$ cat config.mk
export PLATFORM = sky130hd
export DESIGN_NAME = power_mode_and_ext_wake_ctrl
export DESIGN_NICKNAME = d
export VERILOG_FILES = /design/src/logic/power_mode_and_ext_wake_ctrl.v
export VERILOG_INCLUDE_DIRS = /design/src /design/src/logic
export SDC_FILE = /design/constraint.sdc
export NUM_CORES = 1
export LEC_CHECK = 0
export BUFFER_PORTS_ARGS = -buffer_cell sky130_fd_sc_hd__buf_2
export CAP_MARGIN = 20
export CORE_MARGIN = 4
export CORE_UTILIZATION = 35
export DETAILED_ROUTE_END_ITERATION = 7
export HOLD_SLACK_MARGIN = 0.03
export PLACE_DENSITY = 0.65
export REMOVE_ABC_BUFFERS = 1
export SYNTH_ARGS = -nofsm -noshare
export SYNTH_HDL_FRONTEND = slang
export SYNTH_SLANG_ARGS = --single-unit
$ cat constraint.sdc
create_clock -name core_clk_i -period 2.02 [get_ports core_clk_i]
set_clock_uncertainty 0.2 [all_clocks]
set_input_delay 0.404 -clock core_clk_i [delete_from_list [all_inputs] [get_ports core_clk_i]]
set_output_delay 0.404 -clock core_clk_i [all_outputs]
set_load 0.005 [all_outputs]
$ cat src/logic/pwr_mode_consts.vh
`ifndef PWR_MODE_CONSTS_VH
`define PWR_MODE_CONSTS_VH
// Register byte offsets
`define OFS_SENSE        8'h00
`define OFS_TOP          8'h04
`define OFS_CLK          8'h08
`define OFS_STATUS       8'h0C
// Field positions
`define TOP_EN_BIT       0
`define TOP_EDGE_BIT     1
`define CLK_SLOW_BIT     0
`define CLK_DIV_LSB      1
`define CLK_OSC_IRQ_BIT  3
`define CLK_AWU_BIT      4
`define CLK_LONGSTART_BIT 5
// Reset values
`define SENSE_RST        8'h00
`define TOP_RST          8'h00
`define CLK_RST          8'h00
// Sensitivity codes
`define SENS_FALL_LOW    2'b00
`define SENS_RISE        2'b01
`define SENS_FALL        2'b10
`define SENS_BOTH        2'b11
// Mask levels
`define MASK_ENABLED     2'b10
`define MASK_LEVEL3      2'b11
// Oscillator start-up delays in CPU cycles
`define START_SHORT      13'd256
`define START_LONG       13'd4096
// AXI responses
`define RESP_OKAY        2'b00
`define RESP_SLVERR      2'b10
`endif

$ cat src/logic/power_mode_and_ext_wake_ctrl.v
// Functional notes
// - Reset selects run mode, master clock
// - Slow mode divides master clock 2..16
// - Wait in slow mode keeps slow clock
// - Wait stops core clock, peripherals run
// - Wait forces mask bits to 10
// - Wait ends on interrupt or reset
// - Halt only if osc-irq and auto-wake clear
// - Halt exit waits 256 or 4096 cycles
// - Halt forces mask 10, pending wakes immediately
// - Halt stops oscillator and all clocks
// - Watchdog-in-halt option turns halt into reset
// - Service pushes mask, loads software priority
// - Four two-bit sensitivity fields and codes
// - Sensitivity writable only at mask level 3
// - Changed sensitivity clears group pending
// - Top edge select writable only when disabled
// - Top enable bit freely read and written
// - Clearing top enable may raise spurious request
// - Both interrupt control registers reset zero
// - Top, trap, reset service set mask 11
//
// Decided for this implementation: the register offsets and register access over AXI4-Lite.

`timescale 1ns/10ps
`include "pwr_mode_consts.vh"
module power_mode_and_ext_wake_ctrl
(
    input  wire        core_clk_i,
    input  wire        arst_n_i,
    input  wire [7:0]  s_axi_awaddr,
    input  wire        s_axi_awvalid,
    output reg         s_axi_awready,
    input  wire [31:0] s_axi_wdata,
    input  wire [3:0]  s_axi_wstrb,
    input  wire        s_axi_wvalid,
    output reg         s_axi_wready,
    output reg  [1:0]  s_axi_bresp,
    output reg         s_axi_bvalid,
    input  wire        s_axi_bready,
    input  wire [7:0]  s_axi_araddr,
    input  wire        s_axi_arvalid,
    output reg         s_axi_arready,
    output reg  [31:0] s_axi_rdata,
    output reg  [1:0]  s_axi_rresp,
    output reg         s_axi_rvalid,
    input  wire        s_axi_rready,
    input  wire [3:0]  ext_line_group_i,
    input  wire        top_level_interrupt_i,
    input  wire        wait_instr_i,
    input  wire        halt_instr_i,
    input  wire        watchdog_enabled_i,
    input  wire        watchdog_in_halt_option_i,
    input  wire [1:0]  cpu_mask_i,
    input  wire        irq_service_i,
    input  wire        nmi_service_i,
    input  wire [1:0]  sw_priority_i,
    input  wire        wake_irq_i,
    output reg  [1:0]  mask_force_val_o,
    output reg         mask_force_o,
    output reg         mask_push_o,
    output reg         core_clk_en_o,
    output reg         periph_clk_en_o,
    output reg         osc_on_o,
    output reg         watchdog_reset_o,
    output reg  [3:0]  ext_pending_o,
    output reg         top_pending_o,
    output reg  [2:0]  mode_o
);
// ==========================================================
// Modes and helpers
// Mode codes double as the mode_o encoding seen by software
localparam [2:0] ST_RUN   = 3'd0;
localparam [2:0] ST_WAIT  = 3'd1;
localparam [2:0] ST_HALT  = 3'd2;
localparam [2:0] ST_START = 3'd3;

// One sensitivity decode shared by all four groups
function edge_hit;
    input [1:0] code;
    input       prev;
    input       cur;
    begin
        case (code)
            `SENS_FALL_LOW: edge_hit = ~cur;
            `SENS_RISE:     edge_hit = ~prev & cur;
            `SENS_FALL:     edge_hit = prev & ~cur;
            default:        edge_hit = prev ^ cur;
        endcase
    end
endfunction

// ==========================================================
// Pin synchronisers
// Lines idle high; ext stages reset high so no false fall follows reset, top stages reset low
reg [3:0] ext_s1_r;
reg [3:0] ext_s2_r;
reg [3:0] ext_prev_r;
// Only s2 and prev feed logic; s1 may be metastable
reg       top_s1_r;
reg       top_s2_r;
reg       top_prev_r;

always @(posedge core_clk_i or negedge arst_n_i)
begin
    if (!arst_n_i)
    begin
        ext_s1_r   <= 4'hF;
        ext_s2_r   <= 4'hF;
        ext_prev_r <= 4'hF;
        top_s1_r   <= 1'b0;
        top_s2_r   <= 1'b0;
        top_prev_r <= 1'b0;
    end
    else
    begin
        ext_s1_r   <= ext_line_group_i;
        ext_s2_r   <= ext_s1_r;
        ext_prev_r <= ext_s2_r;
        top_s1_r   <= top_level_interrupt_i;
        top_s2_r   <= top_s1_r;
        top_prev_r <= top_s2_r;
    end
end

// ==========================================================
// Registers and AXI4-Lite write channel
reg [7:0] sense_r;
reg [7:0] top_r;
reg [7:0] clk_r;
reg [7:0] aw_addr_r;
reg [31:0] w_data_r;
reg [3:0]  w_strb_r;
// Address and data may come in either order; each is parked until both are in
reg        aw_got_r;
reg        w_got_r;
reg [2:0]  state_r;
reg [12:0] cnt_r;

// Sensitivity fields move only at mask level 3; other writes are dropped
wire       level3     = (cpu_mask_i == `MASK_LEVEL3);
wire       do_write   = aw_got_r & w_got_r & ~s_axi_bvalid;
wire       wr_sense   = do_write & (aw_addr_r == `OFS_SENSE) & w_strb_r[0];
wire       wr_top     = do_write & (aw_addr_r == `OFS_TOP) & w_strb_r[0];
wire       wr_clk     = do_write & (aw_addr_r == `OFS_CLK) & w_strb_r[0];
wire       addr_ok_w  = (aw_addr_r == `OFS_SENSE) | (aw_addr_r == `OFS_TOP) |
                        (aw_addr_r == `OFS_CLK) | (aw_addr_r == `OFS_STATUS);
wire [7:0] sense_nxt  = (wr_sense & level3) ? w_data_r[7:0] : sense_r;
// Edge select is frozen while the top input is enabled
wire       top_edge_nxt = (wr_top & ~top_r[`TOP_EN_BIT]) ?
                          w_data_r[`TOP_EDGE_BIT] : top_r[`TOP_EDGE_BIT];
wire       top_en_nxt = wr_top ? w_data_r[`TOP_EN_BIT] : top_r[`TOP_EN_BIT];

// Per-group change flags; a changed field drops that group's pending
reg  [3:0] grp_changed;
integer    g;
always @*
begin
    grp_changed = 4'h0;
    for (g = 0; g < 4; g = g + 1)
        grp_changed[g] = (sense_nxt[2*g +: 2] != sense_r[2*g +: 2]);
end

// One write in flight; the response follows both halves
always @(posedge core_clk_i or negedge arst_n_i)
begin
    if (!arst_n_i)
    begin
        s_axi_awready <= 1'b0;
        s_axi_wready  <= 1'b0;
        s_axi_bvalid  <= 1'b0;
        s_axi_bresp   <= `RESP_OKAY;
        aw_got_r      <= 1'b0;
        w_got_r       <= 1'b0;
        aw_addr_r     <= 8'h00;
        w_data_r      <= 32'h0000_0000;
        w_strb_r      <= 4'h0;
        sense_r       <= `SENSE_RST;
        top_r         <= `TOP_RST;
        clk_r         <= `CLK_RST;
    end
    else
    begin
        s_axi_awready <= ~aw_got_r & ~s_axi_awready & s_axi_awvalid;
        s_axi_wready  <= ~w_got_r & ~s_axi_wready & s_axi_wvalid;
        if (s_axi_awvalid & s_axi_awready)
        begin
            aw_got_r  <= 1'b1;
            aw_addr_r <= {s_axi_awaddr[7:2], 2'b00};
        end
        if (s_axi_wvalid & s_axi_wready)
        begin
            w_got_r  <= 1'b1;
            w_data_r <= s_axi_wdata;
            w_strb_r <= s_axi_wstrb;
        end
        if (do_write)
        begin
            s_axi_bvalid <= 1'b1;
            // Writes outside the map still answer, with an error code
            s_axi_bresp  <= addr_ok_w ? `RESP_OKAY : `RESP_SLVERR;
            sense_r <= sense_nxt;
            top_r   <= {6'b00_0000, top_edge_nxt, top_en_nxt};
            if (wr_clk)
                clk_r <= {2'b00, w_data_r[5:0]};
        end
        // Both halves are released only once the response is taken
        if (s_axi_bvalid & s_axi_bready)
        begin
            s_axi_bvalid <= 1'b0;
            aw_got_r <= 1'b0;
            w_got_r  <= 1'b0;
        end
    end
end

// ==========================================================
// AXI4-Lite read channel
// Read data is taken from the registers at the address handshake
always @(posedge core_clk_i or negedge arst_n_i)
begin
    if (!arst_n_i)
    begin
        s_axi_arready <= 1'b0;
        s_axi_rvalid  <= 1'b0;
        s_axi_rdata   <= 32'h0000_0000;
        s_axi_rresp   <= `RESP_OKAY;
    end
    else
    begin
        s_axi_arready <= ~s_axi_arready & ~s_axi_rvalid & s_axi_arvalid;
        if (s_axi_arvalid & s_axi_arready)
        begin
            s_axi_rvalid <= 1'b1;
            s_axi_rresp  <= `RESP_OKAY;
            case ({s_axi_araddr[7:2], 2'b00})
                `OFS_SENSE:  s_axi_rdata <= {24'h00_0000, sense_r};
                `OFS_TOP:    s_axi_rdata <= {24'h00_0000, top_r};
                `OFS_CLK:    s_axi_rdata <= {24'h00_0000, clk_r};
                // Status: mode, pending bits and force flag
                `OFS_STATUS: s_axi_rdata <= {19'h0_0000, state_r, ext_pending_o,
                                              top_pending_o, mask_force_o, 4'h0};
                // Unmapped reads return zero with an error
                default:
                begin
                    s_axi_rdata <= 32'h0000_0000;
                    s_axi_rresp <= `RESP_SLVERR;
                end
            endcase
        end
        else if (s_axi_rvalid & s_axi_rready)
            s_axi_rvalid <= 1'b0;
    end
end

// ==========================================================
// External and top-level event detection
reg [3:0] ext_hit;
integer   k;
always @*
begin
    ext_hit = 4'h0;
    for (k = 0; k < 4; k = k + 1)
        ext_hit[k] = edge_hit(sense_r[2*k +: 2], ext_prev_r[k], ext_s2_r[k]);
end

// Top pin uses one edge only, picked by the select bit
wire top_edge = top_r[`TOP_EDGE_BIT] ? (~top_prev_r & top_s2_r)
                                     : (top_prev_r & ~top_s2_r);
// Clearing enable while the pin sits at its active level can look like an edge
wire top_spurious = wr_top & top_r[`TOP_EN_BIT] & ~w_data_r[`TOP_EN_BIT] &
                    (top_s2_r == top_r[`TOP_EDGE_BIT]);

// Group pending cleared on service or sensitivity change; new hit wins
always @(posedge core_clk_i or negedge arst_n_i)
begin
    if (!arst_n_i)
    begin
        ext_pending_o <= 4'h0;
        top_pending_o <= 1'b0;
    end
    else
    begin
        ext_pending_o <= ext_hit | (ext_pending_o & ~grp_changed &
                         {4{~irq_service_i}});
        top_pending_o <= (top_edge & top_r[`TOP_EN_BIT]) | top_spurious |
                         (top_pending_o & ~nmi_service_i);
    end
end

// ==========================================================
// Power mode sequencer
// One clock domain: core and peripheral clocks are modelled as enables
// A halt request with a wake source already pending is dropped at once
wire [4:0] slow_div = 5'd2 << clk_r[`CLK_DIV_LSB +: 2];
wire       slow_on  = clk_r[`CLK_SLOW_BIT];
wire [12:0] start_len = clk_r[`CLK_LONGSTART_BIT] ? `START_LONG : `START_SHORT;
// Divider free-runs so the slow rate keeps its phase across mode changes
reg  [4:0] div_cnt_r;
reg  [2:0] state_nxt;
wire       any_irq = wake_irq_i | (|ext_pending_o) | top_pending_o;
wire       slow_tick = ~slow_on | (div_cnt_r == 5'd0);
always @*
begin
    state_nxt = state_r;
    case (state_r)
        ST_RUN:
            if (halt_instr_i & ~clk_r[`CLK_OSC_IRQ_BIT] & ~clk_r[`CLK_AWU_BIT] &
                ~(watchdog_enabled_i & watchdog_in_halt_option_i))
                state_nxt = any_irq ? ST_RUN : ST_HALT;
            else if (wait_instr_i)
                state_nxt = ST_WAIT;
        ST_WAIT:  if (any_irq) state_nxt = ST_RUN;
        ST_HALT:  if (any_irq) state_nxt = ST_START;
        ST_START: if (cnt_r >= start_len - 13'd1) state_nxt = ST_RUN;
        default:  state_nxt = ST_RUN;
    endcase
end

// Outputs follow the next state, so mode_o always equals state_r
always @(posedge core_clk_i or negedge arst_n_i)
begin
    if (!arst_n_i)
    begin
        state_r <= ST_RUN;
        cnt_r <= 13'd0;
        div_cnt_r <= 5'd0;
        mode_o <= ST_RUN;
        core_clk_en_o <= 1'b1;
        periph_clk_en_o <= 1'b1;
        osc_on_o <= 1'b1;
        watchdog_reset_o <= 1'b0;
        mask_force_o <= 1'b0;
        mask_force_val_o <= `MASK_LEVEL3;
        mask_push_o <= 1'b0;
    end
    else
    begin
        state_r <= state_nxt;
        mode_o  <= state_nxt;
        cnt_r   <= (state_nxt == ST_START && state_r == ST_START) ?
                   cnt_r + 13'd1 : 13'd0;
        div_cnt_r <= slow_tick ? slow_div - 5'd1 : div_cnt_r - 5'd1;
        // Watchdog option wins over halt; the core sees a reset instead
        watchdog_reset_o <= (state_r == ST_RUN) & halt_instr_i &
                            watchdog_enabled_i & watchdog_in_halt_option_i;
        // Peripherals keep the slow rate in slow-wait
        periph_clk_en_o <= (state_nxt == ST_RUN || state_nxt == ST_WAIT) & slow_tick;
        core_clk_en_o   <= (state_nxt == ST_RUN) & slow_tick;
        osc_on_o        <= (state_nxt != ST_HALT);
        // Push goes out with the load so the saved level is the old one
        mask_push_o     <= irq_service_i | nmi_service_i;
        if (nmi_service_i)
        begin
            mask_force_o <= 1'b1;
            mask_force_val_o <= `MASK_LEVEL3;
        end
        else if (irq_service_i)
        begin
            mask_force_o <= 1'b1;
            mask_force_val_o <= sw_priority_i;
        end
        else if (state_nxt == ST_WAIT || state_nxt == ST_HALT ||
                 (state_r == ST_RUN && halt_instr_i))
        begin
            mask_force_o <= 1'b1;
            mask_force_val_o <= `MASK_ENABLED;
        end
        else
            mask_force_o <= 1'b0;
    end
end
endmodule // power_mode_and_ext_wake_ctrl

==> reports/metrics.cfg <==
[status]
violations = negative setup slack
status = finished with violations

[cells_and_area]
diodes = 0
fin_nets = 612
syn2layout_area_growth_pct = 25.69
layout-drive-gt1-share = 0.3693
fin_cells = 704

[die]
chipHeight_um = 123.9
core_area_mm2 = 0.01319
rows = 42
die_area_mm2 = 0.01535
die_w_um = 123.9
floorplan.initialDensity = 0.3564
ios = 132

[pwr]
clock_power_share = 0.293
p_int_mw = 4.063
swShare = 0.2969
p_per_area_mw_per_mm2 = 978.0
p_comb_frac = 0.220
power_frac_seq = 0.487
switching_power_mw = 1.716
peakVddDrop_v = 0.0004471
p_leak_nw = 2.767

[worst_setup_path]
reg2reg_to = div_cnt_r[4]
crit_required_ns = 2.10
rr_worst_depth = 8
critical_path_class = reg2reg
critPathLaunchType = flip-flop
regToRegSetupSlack_ns = -0.1
cp-end-kind = flip-flop
r2r-start = div_cnt_r[1]
crit_fanout = 4
crit_arrival_ns = 2.19

[job]
maxCapViolCount = 0

[timing]
setup_viol = 3
drv_slew = 0
tns_ns = -0.2052
rsz0062_at_grt = true
fin_crit_sh = 1.047
setup_slack_ns = -0.09503
whs_ns = 0.05127
fmax_mhz = 472.8
finalCriticalPeriod_ns = 2.115
finalHoldViolations = 0

[place]
dp_cells = 676
dp_hpwl_um = 7958
gp_congestion = 0.8504
port_buffers = 79

[min_path]
min_path_cells = 2
hp-class = in2reg
min_to = aw_got_r
hp-start = s_axi_bready

[drt]
first_pass_iters = 4
ant_nets = 0
routed_wl_um = 10340
vias = 3368
first_iter_violations = 138
post-route-drc-count = 0
wl_per_cell_um = 14.69
via_per_inst = 4.784

[yosys]
ys_ff_latch = 102
syn_area_per_cell_um2 = 11.66
ys_async_sr_fraction = 1.000
synth_edf_count = 0
ys_types = 55
syn-instance-count = 403
syn_area_mm2 = 0.004701
ys_warn_count = 0
synth-main-ff-cell = dfrtp_1
yosysSeqAreaShare = 0.5475

[clock_network]
cts_root_buf = clkbuf_16
h-tree-depth = 3
cts_tree = done
cts_buffers = 9
cts_buffer_depth = 2
path_clk_slew_ns = 0.07
clkLatencyLatePin_ns = 0.35
cts_sinks = 102

[global_routing]
antenna_found_initial = 0
grt_max_degree = 52
grt_first_pass_wirelength_um = 16990
overflow = 0
grt_pass1_vias = 3396
grt_use_total = 0.1443

==> stage by stage <==
stage / util / total power, mW / worst slack [ns] / instance area (um2)
3_3_place_gp: 0.4109 / 3.936 / -0.09840 / 5420
6_report: 0.4479 / 5.778 / -0.09503 / 5908
3_5_place_dp: 0.4109 / 4.019 / -0.2159 / 5420
4_1_cts: 0.4445 / 5.817 / -0.1004 / 5863
5_1_grt: 0.4479 / 6.133 / -0.2201 / 5908
2_1_floorplan: - / 3.456 / -0.1497 / 4597
==> state kept, by name (all words and copies together), names as in the netlist, 2 cells and up <==
signal,flops
state_r,3
top_r,2
cnt_r,13
ext_s2_r,4
clk_r,6
mask_force_val_o,2
ext_pending_o,4
ext_prev_r,4
sense_r,8
div_cnt_r,5
ext_s1_r,4
aw_addr_r,6
s_axi_rdata,13
w_data_r,8
==> synth_stat cells (all sizes together) (5+ instances only) <==
| library cell | number | share of area |
|---|---|---|
| inv | 16 | 0.013 |
| xnor2 | 14 | 0.026 |
| dfstp | 17 | 0.095 |
| o21ai | 20 | 0.022 |
| mux2 | 31 | 0.074 |
| a21oi | 18 | 0.019 |
| nor2 | 35 | 0.028 |
| xor2 | 9 | 0.017 |
| ha | 14 | 0.037 |
| dfrtp | 85 | 0.45 |
| nand3 | 9 | 0.011 |
| a22o | 5 | 0.0093 |
| and3 | 5 | 0.0067 |
| mux2i | 7 | 0.015 |
| nand4 | 6 | 0.0080 |
| nand2 | 23 | 0.018 |
| buf | 23 | 0.036 |
==> worst max path at each step <==
stage          cells after the start         start           end
6_report                           8  div_cnt_r[1]  div_cnt_r[4]
5_1_grt                            8  div_cnt_r[0]  div_cnt_r[4]
4_1_cts                            8  div_cnt_r[0]  div_cnt_r[4]
3_5_place_dp                       8  div_cnt_r[1]  div_cnt_r[4]
3_3_place_gp                       7  div_cnt_r[1]  div_cnt_r[4]
2_1_floorplan                      7  div_cnt_r[1]  div_cnt_r[4]
==> cell usage in the layout, fill, tap and decap left out, types with 4 or more instances in the layout <==
cell type and count:
a21oi_1 18, a22o_1 5, and3_1 5, and4_1 4
buf_2 78, buf_4 25, clkbuf_16 9, conb_1 22
dfrtp_1 85, dfstp_2 17, dlygate4sd3_1 7, ha_1 12
inv_1 13, mux2_2 23, mux2_4 8, mux2i_1 7
nand2_1 22, nand3_1 7, nand4_1 6, nor2_1 35
nor2b_1 4, nor3_1 4, o21ai_0 15, o21ai_1 4
xnor2_1 14, xor2_1 9
==> metal layers <==
metal,wire [um],global-route usage,up-vias
met5,0,0,-
met4,125,0.04312,0
met3,710,0.03860,9
met2,4829,0.2332,98
met1,4678,0.1906,1634
li1,-,-,1627
==> repair_timing <==
item | in CTS | in global routing
endpoints found under the hold margin | 91 | 0
endpoints found under the setup margin | 12 | 29
pin swaps | 8 | 8
gates resized for setup | 13 | 14
setup buffers | 5 | 0
hold buffers | 7 | 0
==> logic make-up after synthesis <==
logic type | synth area share
other cells | 0.0007977
mux | 0.09396
xor+xnor | 0.04285
buf+inv | 0.05243
simple gates | 0.1294
fa+ha+maj | 0.03726
compound gates | 0.09582
flops | 0.5475
==> power by group through the flow <==
stage | Clock (mW) | Combinational, mW | Sequential, mW
CTS | 1.74 | 1.27 | 2.81
floorplan | 0 | 0.722 | 2.73
global route | 1.82 | 1.43 | 2.88
global placement | 0 | 1.13 | 2.81
finish | 1.69 | 1.27 | 2.81
detailed placement | 0 | 1.18 | 2.84
==> cell type report <==
class | count | area [um2]
inverter | 17 | 63.81
clock inverter | 5 | 41.29
tap | 176 | 220.2
timing repair buffer | 115 | 721.9
clock buffer | 11 | 252.7
multi-input combinational | 278 | 2034
sequential | 102 | 2574
fill | 1242 | 7282
==> critical path, cell delays in order (launching register included) <==
cell and delay, ns:
dfrtp_1 0.38, or4_4 0.55, o21ai_4 0.16, o21ai_1 0.09
o21ai_1 0.11, ha_2 0.23, nand2_2 0.05, xor2_1 0.14
o21ai_1 0.13
Note: power is estimated with default switching activity, not from simulation.
